File: config.mk
export PLATFORM = sky130hd
export DESIGN_NAME = bsp_seq_prot
export DESIGN_NICKNAME = d
export VERILOG_FILES = /design/src/include/bsp_pkg.sv /design/src/include/bsp_drv_if.sv /design/src/hdl/bsp_deadtime.sv /design/src/hdl/bsp_seq_prot.sv
export SDC_FILE = /design/constraint.sdc
export NUM_CORES = 1
export LEC_CHECK = 0
export BUFFER_PORTS_ARGS = -buffer_cell sky130_fd_sc_hd__buf_2
export CORE_AREA = 4 4 128 130
export DETAILED_ROUTE_END_ITERATION = 7
export DIE_AREA = 0 0 132 134
export GPL_TIMING_DRIVEN = 0
export HOLD_SLACK_MARGIN = 0.15
export PLACE_DENSITY = 0.61
export SLEW_MARGIN = 25
export SYNTH_ARGS = -nofsm -noshare
export SYNTH_HDL_FRONTEND = slang
export SYNTH_SLANG_ARGS = --single-unit
File: constraint.sdc
create_clock -name mclk_i -period 2 [get_ports mclk_i]
set_clock_uncertainty 0.05 [all_clocks]
set_input_delay 0.4 -clock mclk_i [delete_from_list [all_inputs] [get_ports mclk_i]]
set_output_delay 0.4 -clock mclk_i [all_outputs]
set_load 0.05 [all_outputs]
File: src/include/bsp_pkg.sv
// constants and types shared by the sequencing and protection block
package bsp_pkg;

  // ***********************************************************
  // bus map
  // ***********************************************************
  localparam logic [7:0]  ADDR_CTRL   = 8'h00;
  localparam logic [7:0]  ADDR_STATUS = 8'h04;
  localparam logic [7:0]  ADDR_CFG    = 8'h08;
  localparam logic [31:0] CTRL_RST    = 32'h0000_0000;
  localparam logic [31:0] CFG_RST     = 32'h0000_0000;
  localparam int          CTRL_SKIP_BIT   = 0;
  localparam int          CFG_TMIN_LSB    = 0;
  localparam logic [1:0]  HTRANS_NONSEQ   = 2'b10;
  localparam logic [1:0]  HSIZE_WORD      = 2'b10;
  localparam logic [1:0]  HRESP_OKAY      = 2'b00;

  // ***********************************************************
  // timing
  // ***********************************************************
  localparam int MCLK_HZ        = 20_000_000;
  localparam int START_DLY_US   = 500;
  localparam int START_DLY_CYC  = (START_DLY_US * (MCLK_HZ / 1000) + 999) / 1000;
  localparam int RAMP_PERIODS   = 1024;
  localparam int MIN_ON_NS      = 130;
  localparam int MIN_ON_CYC     = (MIN_ON_NS * (MCLK_HZ / 1_000_000) + 999) / 1000;
  localparam int OC_RUN_LEN     = 4;
  localparam int DEAD_WDOG_CYC  = 4;
  localparam int REF_W          = 10;

  // ***********************************************************
  // sequencer states
  // ***********************************************************
  typedef enum logic [4:0]
  {
    ST_OFF   = 5'b00001,
    ST_DELAY = 5'b00010,
    ST_RAMP  = 5'b00100,
    ST_RUN   = 5'b01000,
    ST_LATCH = 5'b10000
  } bsp_state_e;

endpackage : bsp_pkg

File: src/include/bsp_drv_if.sv
// gate request and feedback bundle between sequencer and dead-time stage
`timescale 1ns/100ps
interface bsp_drv_if;
  logic upper_req;
  logic lower_req;
  logic node_low;
  logic lower_gate_fb;
  logic upper_on;
  logic lower_on;
  modport ctl (output upper_req, output lower_req,
               output node_low, output lower_gate_fb,
               input upper_on, input lower_on);
  modport drv (input upper_req, input lower_req,
               input node_low, input lower_gate_fb,
               output upper_on, output lower_on);
endinterface : bsp_drv_if

File: src/hdl/bsp_deadtime.sv
// break-before-make gate stage with lower-switch watchdog
`timescale 1ns/100ps
module bsp_deadtime
#(
  parameter int WDOG_CYC = bsp_pkg::DEAD_WDOG_CYC
)
(
  // clock and reset
  input  wire logic mclk_i,
  input  wire logic rst_n_i,
  // gate bundle
  bsp_drv_if.drv    drv
);

  logic [7:0] wdog_r;
  logic       upper_r;
  logic       lower_r;

  assign drv.upper_on = upper_r;
  assign drv.lower_on = lower_r;

  // upper only once lower gate has fallen
  always_ff @(posedge mclk_i or negedge rst_n_i)
  begin
    if (!rst_n_i)
      upper_r <= 1'b0;
    else
      upper_r <= drv.upper_req && !drv.lower_req && !drv.lower_gate_fb;
  end

  // lower once node falls, or on watchdog with negative current
  always_ff @(posedge mclk_i or negedge rst_n_i)
  begin
    if (!rst_n_i)
      lower_r <= 1'b0;
    else if (!drv.lower_req || drv.upper_req)
      lower_r <= 1'b0;
    else if (drv.node_low || wdog_r >= 8'(WDOG_CYC))
      lower_r <= 1'b1;
  end

  always_ff @(posedge mclk_i or negedge rst_n_i)
  begin
    if (!rst_n_i)
      wdog_r <= 8'h00;
    else if (!drv.lower_req || drv.upper_req || lower_r)
      wdog_r <= 8'h00;
    else if (wdog_r < 8'(WDOG_CYC))
      wdog_r <= wdog_r + 8'h01;
  end

endmodule // bsp_deadtime

File: src/hdl/bsp_seq_prot.sv
// sequencing and protection controller of a step-down regulator
// Behaviour
// - after supplies valid and enable high, wait 0.5 ms before ramp
// - reference ramps linearly to full scale over 1024 switching periods
// - lower switch masked during ramp until first upper pulse
// - without an upper pulse, lower switch enabled at ramp end
// - overvoltage may still turn lower switch on during masking
// - soft-off turns both switches off and connects bleed resistor
// - soft-off latch on signal lockout, any protection, or enable low
// - latch clears only by cycling enable, signal supply or power supply
// - overvoltage and overcurrent armed once enabled and supplies valid
// - feedback above overvoltage threshold forces upper switch off
// - after overvoltage lower on until feedback below 0.3 V, repeats
// - overvoltage state latched until enable or supply cycled
// - undervoltage armed from ramp end; trip starts soft-off
// - undervoltage latch released by enable or either supply cycling
// - regulation output released only after ramp done and in window
// - regulation output low on window exit, disable, lockout, protection
// - current sense uses lower switch when on-time below 130 ns
// - first-level current ends upper pulse, lower on until next cycle
// - four consecutive first-level cycles trip overcurrent; clean cycle resets
// - second-level current trips overcurrent at once
// - overcurrent: upper off, lower on until 600 mA, then both off
// - break-before-make gating with watchdog for negative current
`timescale 1ns/100ps
module bsp_seq_prot
#(
  parameter int START_DLY_CYC = bsp_pkg::START_DLY_CYC,
  parameter int RAMP_PERIODS  = bsp_pkg::RAMP_PERIODS,
  parameter int MIN_ON_CYC    = bsp_pkg::MIN_ON_CYC,
  parameter int OC_RUN_LEN    = bsp_pkg::OC_RUN_LEN
)
(
  // clock and reset
  input  wire logic        mclk_i,
  input  wire logic        rst_n_i,
  // ahb-lite slave
  input  wire logic        hsel_i,
  input  wire logic [7:0]  haddr_i,
  input  wire logic [1:0]  htrans_i,
  input  wire logic        hwrite_i,
  input  wire logic [2:0]  hsize_i,
  input  wire logic [31:0] hwdata_i,
  input  wire logic        hready_i,
  output logic      [31:0] hrdata_o,
  output logic             hreadyout_o,
  output logic             hresp_o,
  // supervision inputs
  input  wire logic        enable_i,
  input  wire logic        signal_supply_ok_i,
  input  wire logic        power_supply_ok_i,
  // feedback_sense comparators
  input  wire logic        fb_above_ovp_i,
  input  wire logic        fb_below_ov_release_i,
  input  wire logic        fb_below_uvp_i,
  input  wire logic        fb_in_window_i,
  // current comparators and loop
  input  wire logic        sw_clk_i,
  input  wire logic        pwm_i,
  input  wire logic        upper_oc1_i,
  input  wire logic        lower_oc1_i,
  input  wire logic        upper_oc2_i,
  input  wire logic        lower_oc2_i,
  input  wire logic        current_below_600ma_i,
  // power stage
  input  wire logic        node_low_i,
  input  wire logic        lower_gate_fb_i,
  output logic             upper_switch_o,
  output logic             lower_switch_o,
  output logic             bleed_on_o,
  output logic [9:0]       ref_level_o,
  // regulation_ok_output, open drain
  output logic             regulation_ok_output_o,
  output logic             regulation_ok_output_oe_o
);

  // ***********************************************************
  // state and protection latches
  // ***********************************************************
  bsp_pkg::bsp_state_e state_r;
  bsp_pkg::bsp_state_e state_nxt;
  logic [23:0] dly_r;
  logic [10:0] ramp_r;
  logic [9:0]  ref_r;
  logic        sw_clk_d_r;
  logic        pwm_d_r;
  logic        first_pulse_r;
  logic        ovp_r;
  logic        ovp_lower_r;
  logic        uvp_r;
  logic        ocp_r;
  logic        ocp_drain_r;
  logic        oc1_cycle_r;
  logic        oc1_hold_r;
  logic [2:0]  oc_run_r;
  logic [7:0]  on_cnt_r;
  logic        short_on_r;
  logic        skip_en_r;
  logic [7:0]  tmin_r;
  logic [31:0] hrdata_r;
  logic        wr_pend_r;
  logic [7:0]  wr_addr_r;

  logic armed;
  logic period_tick;
  logic pwm_rise;
  logic oc1;
  logic oc2;
  logic fault;

  bsp_drv_if drv_if ();

  assign armed       = enable_i && signal_supply_ok_i && power_supply_ok_i;
  assign period_tick = sw_clk_i && !sw_clk_d_r;
  assign pwm_rise    = pwm_i && !pwm_d_r;
  assign oc1 = short_on_r ? lower_oc1_i : upper_oc1_i;
  assign oc2 = short_on_r ? lower_oc2_i : upper_oc2_i;
  assign fault = ovp_r || uvp_r || ocp_r;

  always_ff @(posedge mclk_i or negedge rst_n_i)
  begin
    if (!rst_n_i)
    begin
      sw_clk_d_r <= 1'b0;
      pwm_d_r    <= 1'b0;
    end
    else
    begin
      sw_clk_d_r <= sw_clk_i;
      pwm_d_r    <= pwm_i;
    end
  end

  // ***********************************************************
  // sequencer
  // ***********************************************************
  always_comb
  begin
    state_nxt = state_r;
    unique case (state_r)
      bsp_pkg::ST_OFF:
        if (armed)
          state_nxt = bsp_pkg::ST_DELAY;
      bsp_pkg::ST_DELAY:
        if (!armed || fault)
          state_nxt = bsp_pkg::ST_LATCH;
        else if (dly_r >= 24'(START_DLY_CYC - 1))
          state_nxt = bsp_pkg::ST_RAMP;
      bsp_pkg::ST_RAMP:
        if (!armed || fault)
          state_nxt = bsp_pkg::ST_LATCH;
        else if (ramp_r >= 11'(RAMP_PERIODS))
          state_nxt = bsp_pkg::ST_RUN;
      bsp_pkg::ST_RUN:
        if (!armed || fault)
          state_nxt = bsp_pkg::ST_LATCH;
      bsp_pkg::ST_LATCH:
        // release needs enable or a supply to drop first
        if (!enable_i || !signal_supply_ok_i || !power_supply_ok_i)
          state_nxt = bsp_pkg::ST_OFF;
      default:
        state_nxt = bsp_pkg::ST_LATCH;
    endcase
  end

  always_ff @(posedge mclk_i or negedge rst_n_i)
  begin
    if (!rst_n_i)
      state_r <= bsp_pkg::ST_OFF;
    else
      state_r <= state_nxt;
  end

  always_ff @(posedge mclk_i or negedge rst_n_i)
  begin
    if (!rst_n_i)
      dly_r <= 24'h00_0000;
    else if (state_r == bsp_pkg::ST_DELAY)
      dly_r <= dly_r + 24'h00_0001;
    else
      dly_r <= 24'h00_0000;
  end

  // reference steps once per switching period
  always_ff @(posedge mclk_i or negedge rst_n_i)
  begin
    if (!rst_n_i)
    begin
      ramp_r <= 11'h000;
      ref_r  <= 10'h000;
    end
    else if (state_r == bsp_pkg::ST_RAMP)
    begin
      if (period_tick && ramp_r < 11'(RAMP_PERIODS))
      begin
        ramp_r <= ramp_r + 11'h001;
        ref_r  <= ramp_r[9:0];
      end
    end
    else if (state_r == bsp_pkg::ST_RUN)
      ref_r <= 10'h3ff;
    else
    begin
      ramp_r <= 11'h000;
      ref_r  <= 10'h000;
    end
  end

  always_ff @(posedge mclk_i or negedge rst_n_i)
  begin
    if (!rst_n_i)
      first_pulse_r <= 1'b0;
    else if (state_r == bsp_pkg::ST_OFF)
      first_pulse_r <= 1'b0;
    else if (state_r == bsp_pkg::ST_RAMP && pwm_rise)
      first_pulse_r <= 1'b1;
  end

  // ***********************************************************
  // protection
  // ***********************************************************
  always_ff @(posedge mclk_i or negedge rst_n_i)
  begin
    if (!rst_n_i)
    begin
      ovp_r       <= 1'b0;
      ovp_lower_r <= 1'b0;
    end
    else if (state_r == bsp_pkg::ST_OFF)
    begin
      ovp_r       <= 1'b0;
      ovp_lower_r <= 1'b0;
    end
    else if (armed && fb_above_ovp_i)
    begin
      ovp_r       <= 1'b1;
      ovp_lower_r <= 1'b1;
    end
    else if (fb_below_ov_release_i)
      ovp_lower_r <= 1'b0;
  end

  always_ff @(posedge mclk_i or negedge rst_n_i)
  begin
    if (!rst_n_i)
      uvp_r <= 1'b0;
    else if (state_r == bsp_pkg::ST_OFF)
      uvp_r <= 1'b0;
    else if (state_r == bsp_pkg::ST_RUN && fb_below_uvp_i)
      uvp_r <= 1'b1;
  end

  // on-time measured in clock periods against the short-pulse limit
  always_ff @(posedge mclk_i or negedge rst_n_i)
  begin
    if (!rst_n_i)
    begin
      on_cnt_r   <= 8'h00;
      short_on_r <= 1'b0;
    end
    else if (pwm_i)
      on_cnt_r <= (on_cnt_r == 8'hff) ? on_cnt_r : on_cnt_r + 8'h01;
    else if (pwm_d_r)
    begin
      short_on_r <= on_cnt_r < tmin_r;
      on_cnt_r   <= 8'h00;
    end
  end

  // first-level events per period, run length of consecutive periods
  always_ff @(posedge mclk_i or negedge rst_n_i)
  begin
    if (!rst_n_i)
    begin
      oc1_cycle_r <= 1'b0;
      oc1_hold_r  <= 1'b0;
      oc_run_r    <= 3'h0;
    end
    else if (state_r == bsp_pkg::ST_OFF)
    begin
      oc1_cycle_r <= 1'b0;
      oc1_hold_r  <= 1'b0;
      oc_run_r    <= 3'h0;
    end
    else if (period_tick)
    begin
      oc1_hold_r  <= oc1;
      oc1_cycle_r <= oc1;
      if (oc1_cycle_r || oc1)
        oc_run_r <= (oc_run_r == 3'h7) ? oc_run_r : oc_run_r + 3'h1;
      else
        oc_run_r <= 3'h0;
    end
    else if (armed && oc1)
    begin
      oc1_cycle_r <= 1'b1;
      oc1_hold_r  <= 1'b1;
    end
  end

  always_ff @(posedge mclk_i or negedge rst_n_i)
  begin
    if (!rst_n_i)
    begin
      ocp_r       <= 1'b0;
      ocp_drain_r <= 1'b0;
    end
    else if (state_r == bsp_pkg::ST_OFF)
    begin
      ocp_r       <= 1'b0;
      ocp_drain_r <= 1'b0;
    end
    else if (armed && !ocp_r
             && (oc2 || oc_run_r >= 3'(OC_RUN_LEN)))
    begin
      ocp_r       <= 1'b1;
      ocp_drain_r <= 1'b1;
    end
    else if (current_below_600ma_i)
      ocp_drain_r <= 1'b0;
  end

  // ***********************************************************
  // gate requests
  // ***********************************************************
  logic running;
  logic lower_loop_ok;
  assign running = state_r == bsp_pkg::ST_RAMP || state_r == bsp_pkg::ST_RUN;
  // masking only applies to loop requests; skip mode forbids sinking
  assign lower_loop_ok = (state_r == bsp_pkg::ST_RUN || first_pulse_r)
                         && !skip_en_r;

  always_comb
  begin
    drv_if.upper_req = 1'b0;
    drv_if.lower_req = 1'b0;
    if (ocp_r)
      drv_if.lower_req = ocp_drain_r;
    else if (ovp_r)
      drv_if.lower_req = ovp_lower_r;
    else if (running && !uvp_r)
    begin
      if (oc1_hold_r)
        drv_if.lower_req = 1'b1;
      else
      begin
        drv_if.upper_req = pwm_i;
        drv_if.lower_req = !pwm_i && lower_loop_ok;
      end
    end
  end

  assign drv_if.node_low      = node_low_i;
  assign drv_if.lower_gate_fb = lower_gate_fb_i;

  bsp_deadtime u_dead
  (
    .mclk_i  (mclk_i),
    .rst_n_i (rst_n_i),
    .drv     (drv_if.drv)
  );

  always_ff @(posedge mclk_i or negedge rst_n_i)
  begin
    if (!rst_n_i)
    begin
      upper_switch_o <= 1'b0;
      lower_switch_o <= 1'b0;
      bleed_on_o     <= 1'b0;
      ref_level_o    <= 10'h000;
      regulation_ok_output_oe_o <= 1'b1;
    end
    else
    begin
      upper_switch_o <= drv_if.upper_on;
      lower_switch_o <= drv_if.lower_on;
      // bleed waits until both gates have dropped, never overlaps a switch
      bleed_on_o     <= state_r == bsp_pkg::ST_LATCH && !drv_if.lower_on
                        && !drv_if.upper_on;
      ref_level_o    <= ref_r;
      regulation_ok_output_oe_o <= !(state_r == bsp_pkg::ST_RUN && armed
                                   && !fault && fb_in_window_i);
    end
  end
  assign regulation_ok_output_o = 1'b0;

  // ***********************************************************
  // ahb-lite slave, zero wait states
  // ***********************************************************
  logic addr_ok;
  assign addr_ok = hsel_i && hready_i && htrans_i[1];
  assign hreadyout_o = 1'b1;
  assign hresp_o     = 1'b0;
  assign hrdata_o    = hrdata_r;

  always_ff @(posedge mclk_i or negedge rst_n_i)
  begin
    if (!rst_n_i)
    begin
      wr_pend_r <= 1'b0;
      wr_addr_r <= 8'h00;
      hrdata_r  <= 32'h0000_0000;
    end
    else
    begin
      wr_pend_r <= addr_ok && hwrite_i;
      wr_addr_r <= haddr_i;
      if (addr_ok && !hwrite_i)
        unique case (haddr_i)
          bsp_pkg::ADDR_CTRL:
            hrdata_r <= {31'h0000_0000, skip_en_r};
          bsp_pkg::ADDR_STATUS:
            hrdata_r <= {20'h0_0000, first_pulse_r, short_on_r, ocp_r, uvp_r,
                         ovp_r, bleed_on_o, ~regulation_ok_output_oe_o,
                         state_r};
          bsp_pkg::ADDR_CFG:
            hrdata_r <= {24'h00_0000, tmin_r};
          default:
            hrdata_r <= 32'h0000_0000;
        endcase
    end
  end

  always_ff @(posedge mclk_i or negedge rst_n_i)
  begin
    if (!rst_n_i)
    begin
      skip_en_r <= bsp_pkg::CTRL_RST[bsp_pkg::CTRL_SKIP_BIT];
      tmin_r    <= 8'(MIN_ON_CYC);
    end
    else if (wr_pend_r && wr_addr_r == bsp_pkg::ADDR_CTRL)
      skip_en_r <= hwdata_i[bsp_pkg::CTRL_SKIP_BIT];
    else if (wr_pend_r && wr_addr_r == bsp_pkg::ADDR_CFG)
      tmin_r <= hwdata_i[bsp_pkg::CFG_TMIN_LSB +: 8];
  end

endmodule // bsp_seq_prot

# [Yosys cells after proc, flatten, opt, wreduce, memory -nomap -nowiden]
# Index checks and enable logic that the tools add are counted.
[totals] n_memories=0 reg_bits=145 ram_bits=0 latch_bits=0 wordCells=192 rom_bits=0 out_inout_bits=49
[classes] n_lt_le_gt_ge=7 n_reduce_logical=75 bitwise_logic=3 mux=54 n_mul=0 eq_ne=19 shift=0 div_mod_pow=0 addsub=5
[op_table] operator="$mux W8" count=5
[op_table] operator="$pmux W12 S3" count=1
[op_table] operator="$mux W5" count=7
[op_table] operator="$mux W11" count=3
[op_table] operator="$mux W10" count=3
[op_table] operator="$mux W1" count=29
[op_table] operator="$logic_and A1 B1 Y1" count=27
[op_table] operator="$pmux W5 S5" count=1
[op_table] operator="$add A24 B1 Y24 const B" count=1
[op_table] operator="$ge A24 B14 Y1 const B" count=1
[op_table] operator="$mux W24" count=1
[op_table] operator="$logic_not A1 Y1" count=17
[op_table] operator="$add A8 B1 Y8 const B" count=2
[op_table] operator="$eq A8 B4 Y1 const B" count=2
[op_table] operator="$logic_not A8 Y1" count=2
[op_table] operator="$reduce_bool A2 Y1" count=8
[op_table] operator="$logic_or A1 B1 Y1" count=12
[op_table] operator="$mux W3" count=4
[op_table] operator="$ne A2 B2 Y1 const B" count=6
[op_table] operator="$add A11 B1 Y11 const B" count=1
[op_table] operator="$ge A11 B11 Y1 const B" count=1
[op_table] operator="$lt A11 B11 Y1 const B" count=1
[op_table] operator="$reduce_and A2 Y1" count=5
[op_table] operator="$reduce_bool A3 Y1" count=3
[op_table] operator="17 further kinds" count=20

# [Longest topological paths before layout]
[depth] word_depth=12 depth_mapped=7

# [Cells and area by module]
# Synthesis repeated with hierarchy kept, for this count alone.
[hier_totals] hier_cells=556 area_unflattened_um2=5751.8
[by_module_without_submodules] module="bsp_seq_prot" cells_each=521 area_per_inst_um2=5317.6 n_inst=1
[by_module_without_submodules] module="bsp_deadtime" cells_each=35 area_per_inst_um2=434.2 n_inst=1

# [Least setup slack after synthesis]
# No wires, ideal clock.
[synth_timing] path_kind="input -> register" from="input port haddr_i[1]" to="register hrdata_r[10] (netlist: hrdata_o[10])" setup_slack_ns=0.229 required_ns=1.883 arrival_time_ns=1.654 stages=5 path_cell_list="or4_1 or4_1 buf_6 nor2_8 a22o_1"
[synth_between] elab_chain_cells=2 word_cells_on_any_way=4 classes_between="eq/ne: 2; mux: 1; reduce/logical: 1"
[synth_rtl] element="from (decl)" line_no="bsp_seq_prot.sv:39" source="input wire logic [7:0] haddr_i,"
[synth_rtl] element="$eq A8 B4 Y1, or another cell as far along" line_no="bsp_seq_prot.sv:409" source="unique case (haddr_i)"
[synth_rtl] element="$pmux W12 S3 (*)" line_no="bsp_seq_prot.sv:409"
[synth_rtl] element="to (signal assigned)" line_no="bsp_seq_prot.sv:411" source="hrdata_r <= {31'h0000_0000, skip_en_r};"
[synth_rtl] element="to (signal assigned)" line_no="bsp_seq_prot.sv:413" source="hrdata_r <= {20'h0_0000, first_pulse_r, short_on_r, ocp_r, uvp_r,"
[synth_rtl] element="to (signal assigned)" line_no="bsp_seq_prot.sv:417" source="hrdata_r <= {24'h00_0000, tmin_r};"
[synth_rtl] element="to (decl)" line_no="bsp_seq_prot.sv:100" source="logic [31:0] hrdata_r;"
# Every way passes the cells marked *; elsewhere a longest branch is shown, timed or not.
# A chain may end at the register's enable or synchronous reset.

# [Worst setup path in the final report]
[layout_timing] from="input port haddr_i[6]" to="register hrdata_r[10] (netlist: hrdata_o[10])"
# The elaborated chain is that of the path after synthesis.

==> flow_metrics.tcl <==
set metrics [dict create \
    r2r_setup_slack_ns 0.08 \
    outcome "finished, final reports clean" \
    yosys_register_bits 125 \
    p_clk_share_pct 51.0 \
    first_iteration_detailed_routing_drc_count 308 \
    synthesis.instances 549 \
    die_height_um 134 \
    dp_worst_setup_slack_ns -0.07534 \
    timing.critical_path.fanout_max 9 \
    hpwl_after_dpl_mm 9.103 \
    power.density_nw_per_um2 1023 \
    tritoncts.num_buffers 17 \
    r2r_start "wr_addr_r[4]" \
    first_pass_grt_wire_length_mm 21.97 \
    place.gp.congestion 0.8258 \
    timing.rr.end "tmin_r[3]" \
    final_cell_area_um2 7303 \
    maxSlewHeadroom_pct 64.55 \
    largest_net_degree_at_the_start_of_global_routing 69 \
    yosys.cell_types.count 58 \
    post_synth_instance_area_um2 5732 \
    layout.core_utilization_pct 48.22 \
    worstHoldEndpoint "u_dead.drv.lower_on" \
    detailroute.via_count 4395 \
    cts_tree "yes" \
    clock-sinks 125 \
    hp-class "in2reg" \
    synth_enable_flop_cells 0 \
    finalHoldViolCount 0 \
    layout.filler_cells 1356 \
    worstSkewPairLatency_ns 0.41 \
    maxCapViolCount 0 \
    register_area_um2 3133 \
    portBuffers 63 \
    netSwitchingPower_mw 1.780 \
    cellInternalPower_mw 5.690 \
    yosys_most_used_dff "sky130_fd_sc_hd__dfrtp_1" \
    power.leakage_nw 3.456 \
    cp_data_required_time_ns 2.30 \
    htree_levels 4 \
    critPathCaptureType "register" \
    grt_pass1_vias 4438 \
    die-area_um2 17690 \
    async_flop_share_pct 100.0 \
    cp_data_arrival_time_ns 2.25 \
    postLayoutSetupSlackWorst_ns 0.05398 \
    layout-area-overhead-vs-synth_pct 27.42 \
    vdd_ir_drop_max_v 0.0006393 \
    reg2reg_depth 3 \
    placement_rows 45 \
    hold_path_startpoint "node_low_i" \
    drt.antenna.violating_nets 0 \
    worst_setup_path_start_kind "input port" \
    total_power_mw 7.469 \
    switching_share_pct 23.83 \
    layout_worst_path_cycle_share_pct 97.30 \
    grt_antenna_before_repair 1 \
    clock_tree.buffer_depth 2 \
    worst_slew_pin_slew_ns 0.5289 \
    worst_setup_hold_path_clk_slew_ns 0.06 \
    p_comb_share_pct 10.7 \
    route.final.wire_length_mm 13.17 \
    io_pins 115 \
    whs_path_depth 2 \
    globalRouteTotalUtil_pct 15.41 \
    drt-pass1-iter-count 5 \
    pwr-share-seq_pct 38.3 \
    path_class "in2reg" \
    synth-seq-area-share_pct 54.66 \
    coreArea_um2 15150 \
    die-width_um 132 \
    initial_core_util_pct 37.84 \
    drc 0 \
    final_period_minus_worst_setup_slack_ns 1.946 \
    placed_area_um2 6399 \
    timing.final.max_slew_violations 0 \
    timing.fmax_mhz 513.9 \
    gr-total-overflow 0 \
    finish.net_count 746 \
    cts.root.buffer_cell "sky130_fd_sc_hd__clkbuf_16" \
    layout-drive-gt1-share_pct 22.97 \
    number_of_antenna_repair_diodes 0 \
    final-setup-viol-count 0 \
    multi_input_gate_area_um2 2421 \
    setup_tns_ns 0 \
    via_per_inst 5.069 \
    postSynthAreaPerCell_um2 10.44 \
    synth.yosys.warnings 0 \
    wl_per_cell_um 15.19 \
]
==> worst max path at each step <==
stage | startpoint | end | slack [ns] | depth (start not counted)
floorplan | haddr_i[1] | hrdata_o[10] | 0.23 | 5
global placement | rst_n_i | ref_level_o[6] | -1.05 | 1
detailed placement | dly_r[0] | dly_r[14] | -0.08 | 6
CTS | haddr_i[6] | hrdata_o[10] | 0.02 | 7
global route | on_cnt_r[1] | on_cnt_r[5] | -0.003 | 6
finish | haddr_i[6] | hrdata_o[10] | 0.05 | 6
==> critical path, stage by stage <==
cell,delay (ns)
sky130_fd_sc_hd__dlygate4sd3_1,0.53
sky130_fd_sc_hd__buf_2,0.13
sky130_fd_sc_hd__or4_1,0.38
sky130_fd_sc_hd__or4_4,0.52
sky130_fd_sc_hd__nor2_8,0.14
sky130_fd_sc_hd__a22o_1,0.14
==> cell families after synthesis <==
family          after synthesis  share of synthesized area (%)
compound gates              104                          11.42
buf+inv                      57                          5.479
simple gates                204                          18.14
xor+xnor                     29                          4.431
fa+ha+maj                    14                          3.056
flops                       125                          54.66
mux                          14                          2.685
other cells                   2                         0.1310
==> layout by cell type, fill, tap and decap left out, drive strengths merged, types with 9 or more instances in the layout <==
cell type / Yosys / final
nor2: 72 / 72
o21a: 10 / 10
nand3: 24 / 24
a21oi: 17 / 17
xnor2: 13 / 13
nor3: 10 / 10
conb: 2 / 23
inv: 20 / 20
nand4: 10 / 10
buf: 28 / 94
ha: 14 / 14
clkbuf: 9 / 28
bufinv: 0 / 9
mux2: 11 / 11
nand2: 34 / 34
xor2: 16 / 16
dfrtp: 121 / 121
o21ai: 42 / 42
a22oi: 10 / 10
dlygate4sd3: 0 / 11
==> power by group through the flow <==
stage,Combinational (mW),Clock (mW),Sequential [mW]
floorplan,0.502,0,2.87
global placement,0.722,0,2.88
detailed placement,0.756,0,2.89
CTS,0.779,3.87,2.85
global route,0.902,3.99,2.88
finish,0.802,3.81,2.86
==> synthesized netlist by cell type, types with 5 or more instances <==
cell | number | area [µm²]
sky130_fd_sc_hd__xor2_1 | 16 | 140.1
sky130_fd_sc_hd__nor4_1 | 8 | 50.05
sky130_fd_sc_hd__nor2_1 | 70 | 262.8
sky130_fd_sc_hd__dfrtp_1 | 121 | 3028
sky130_fd_sc_hd__xnor2_1 | 13 | 113.9
sky130_fd_sc_hd__o21a_1 | 10 | 75.07
sky130_fd_sc_hd__mux2_2 | 11 | 123.9
sky130_fd_sc_hd__buf_4 | 23 | 172.7
sky130_fd_sc_hd__a22o_1 | 8 | 70.07
sky130_fd_sc_hd__nand4_1 | 10 | 62.56
sky130_fd_sc_hd__a21oi_1 | 17 | 85.08
sky130_fd_sc_hd__ha_1 | 14 | 175.2
sky130_fd_sc_hd__and2_1 | 6 | 37.54
sky130_fd_sc_hd__o21ai_0 | 41 | 205.2
sky130_fd_sc_hd__nand2b_1 | 5 | 31.28
sky130_fd_sc_hd__a22oi_1 | 10 | 75.07
sky130_fd_sc_hd__nand2_1 | 34 | 127.6
sky130_fd_sc_hd__clkbuf_1 | 7 | 26.28
sky130_fd_sc_hd__nor3_1 | 8 | 40.04
sky130_fd_sc_hd__inv_1 | 20 | 75.07
sky130_fd_sc_hd__nor2b_1 | 8 | 50.05
sky130_fd_sc_hd__nand3_1 | 24 | 120.1
==> sequential cells by signal (all words and copies together) (netlist names), 3 cells and up <==
signal,count
on_cnt_r,8
oc_run_r,3
ref_r,10
state_r,5
u_dead.wdog_r,8
ref_level_o,10
tmin_r,8
ramp_r,11
wr_addr_r,8
hrdata_o,12
dly_r,24
==> through the flow <==
stage	hold slack, ns	cells
floorplan	0.05441	570
global placement	0.3156	821
detailed placement	0.3049	822
CTS	0.1551	865
global route	0.1709	867
finish	0.1683	867
==> area by class of cell <==
| class | instances | area share (%) |
|---|---|---|
| Inverter | 20 | 1.028 |
| Clock buffer | 19 | 5.928 |
| Multi-Input combinational cell | 388 | 33.15 |
| Clock inverter | 13 | 4.009 |
| Tap cell | 188 | 3.221 |
| Timing Repair Buffer | 78 | 6.647 |
| Sequential cell | 125 | 42.90 |
| Buffer | 36 | 3.118 |
==> layer usage <==
layer	track usage, %	part of all wire [%]
met5	0	0.053
met4	5.251	1.8
met3	4.689	4.8
met2	24.17	47
met1	20.44	46
==> what timing repair did <==
| item | CTS | global route |
|---|---|---|
| endpoints found under the hold margin | 66 | 0 |
| pin swaps | 0 | 2 |
| gates resized for setup | 2 | 10 |
| buffers inserted | 0 | 3 |
| endpoints found under the setup margin | 7 | 48 |
| hold buffers | 11 | 0 |
Power figures use the tool's default switching activity.
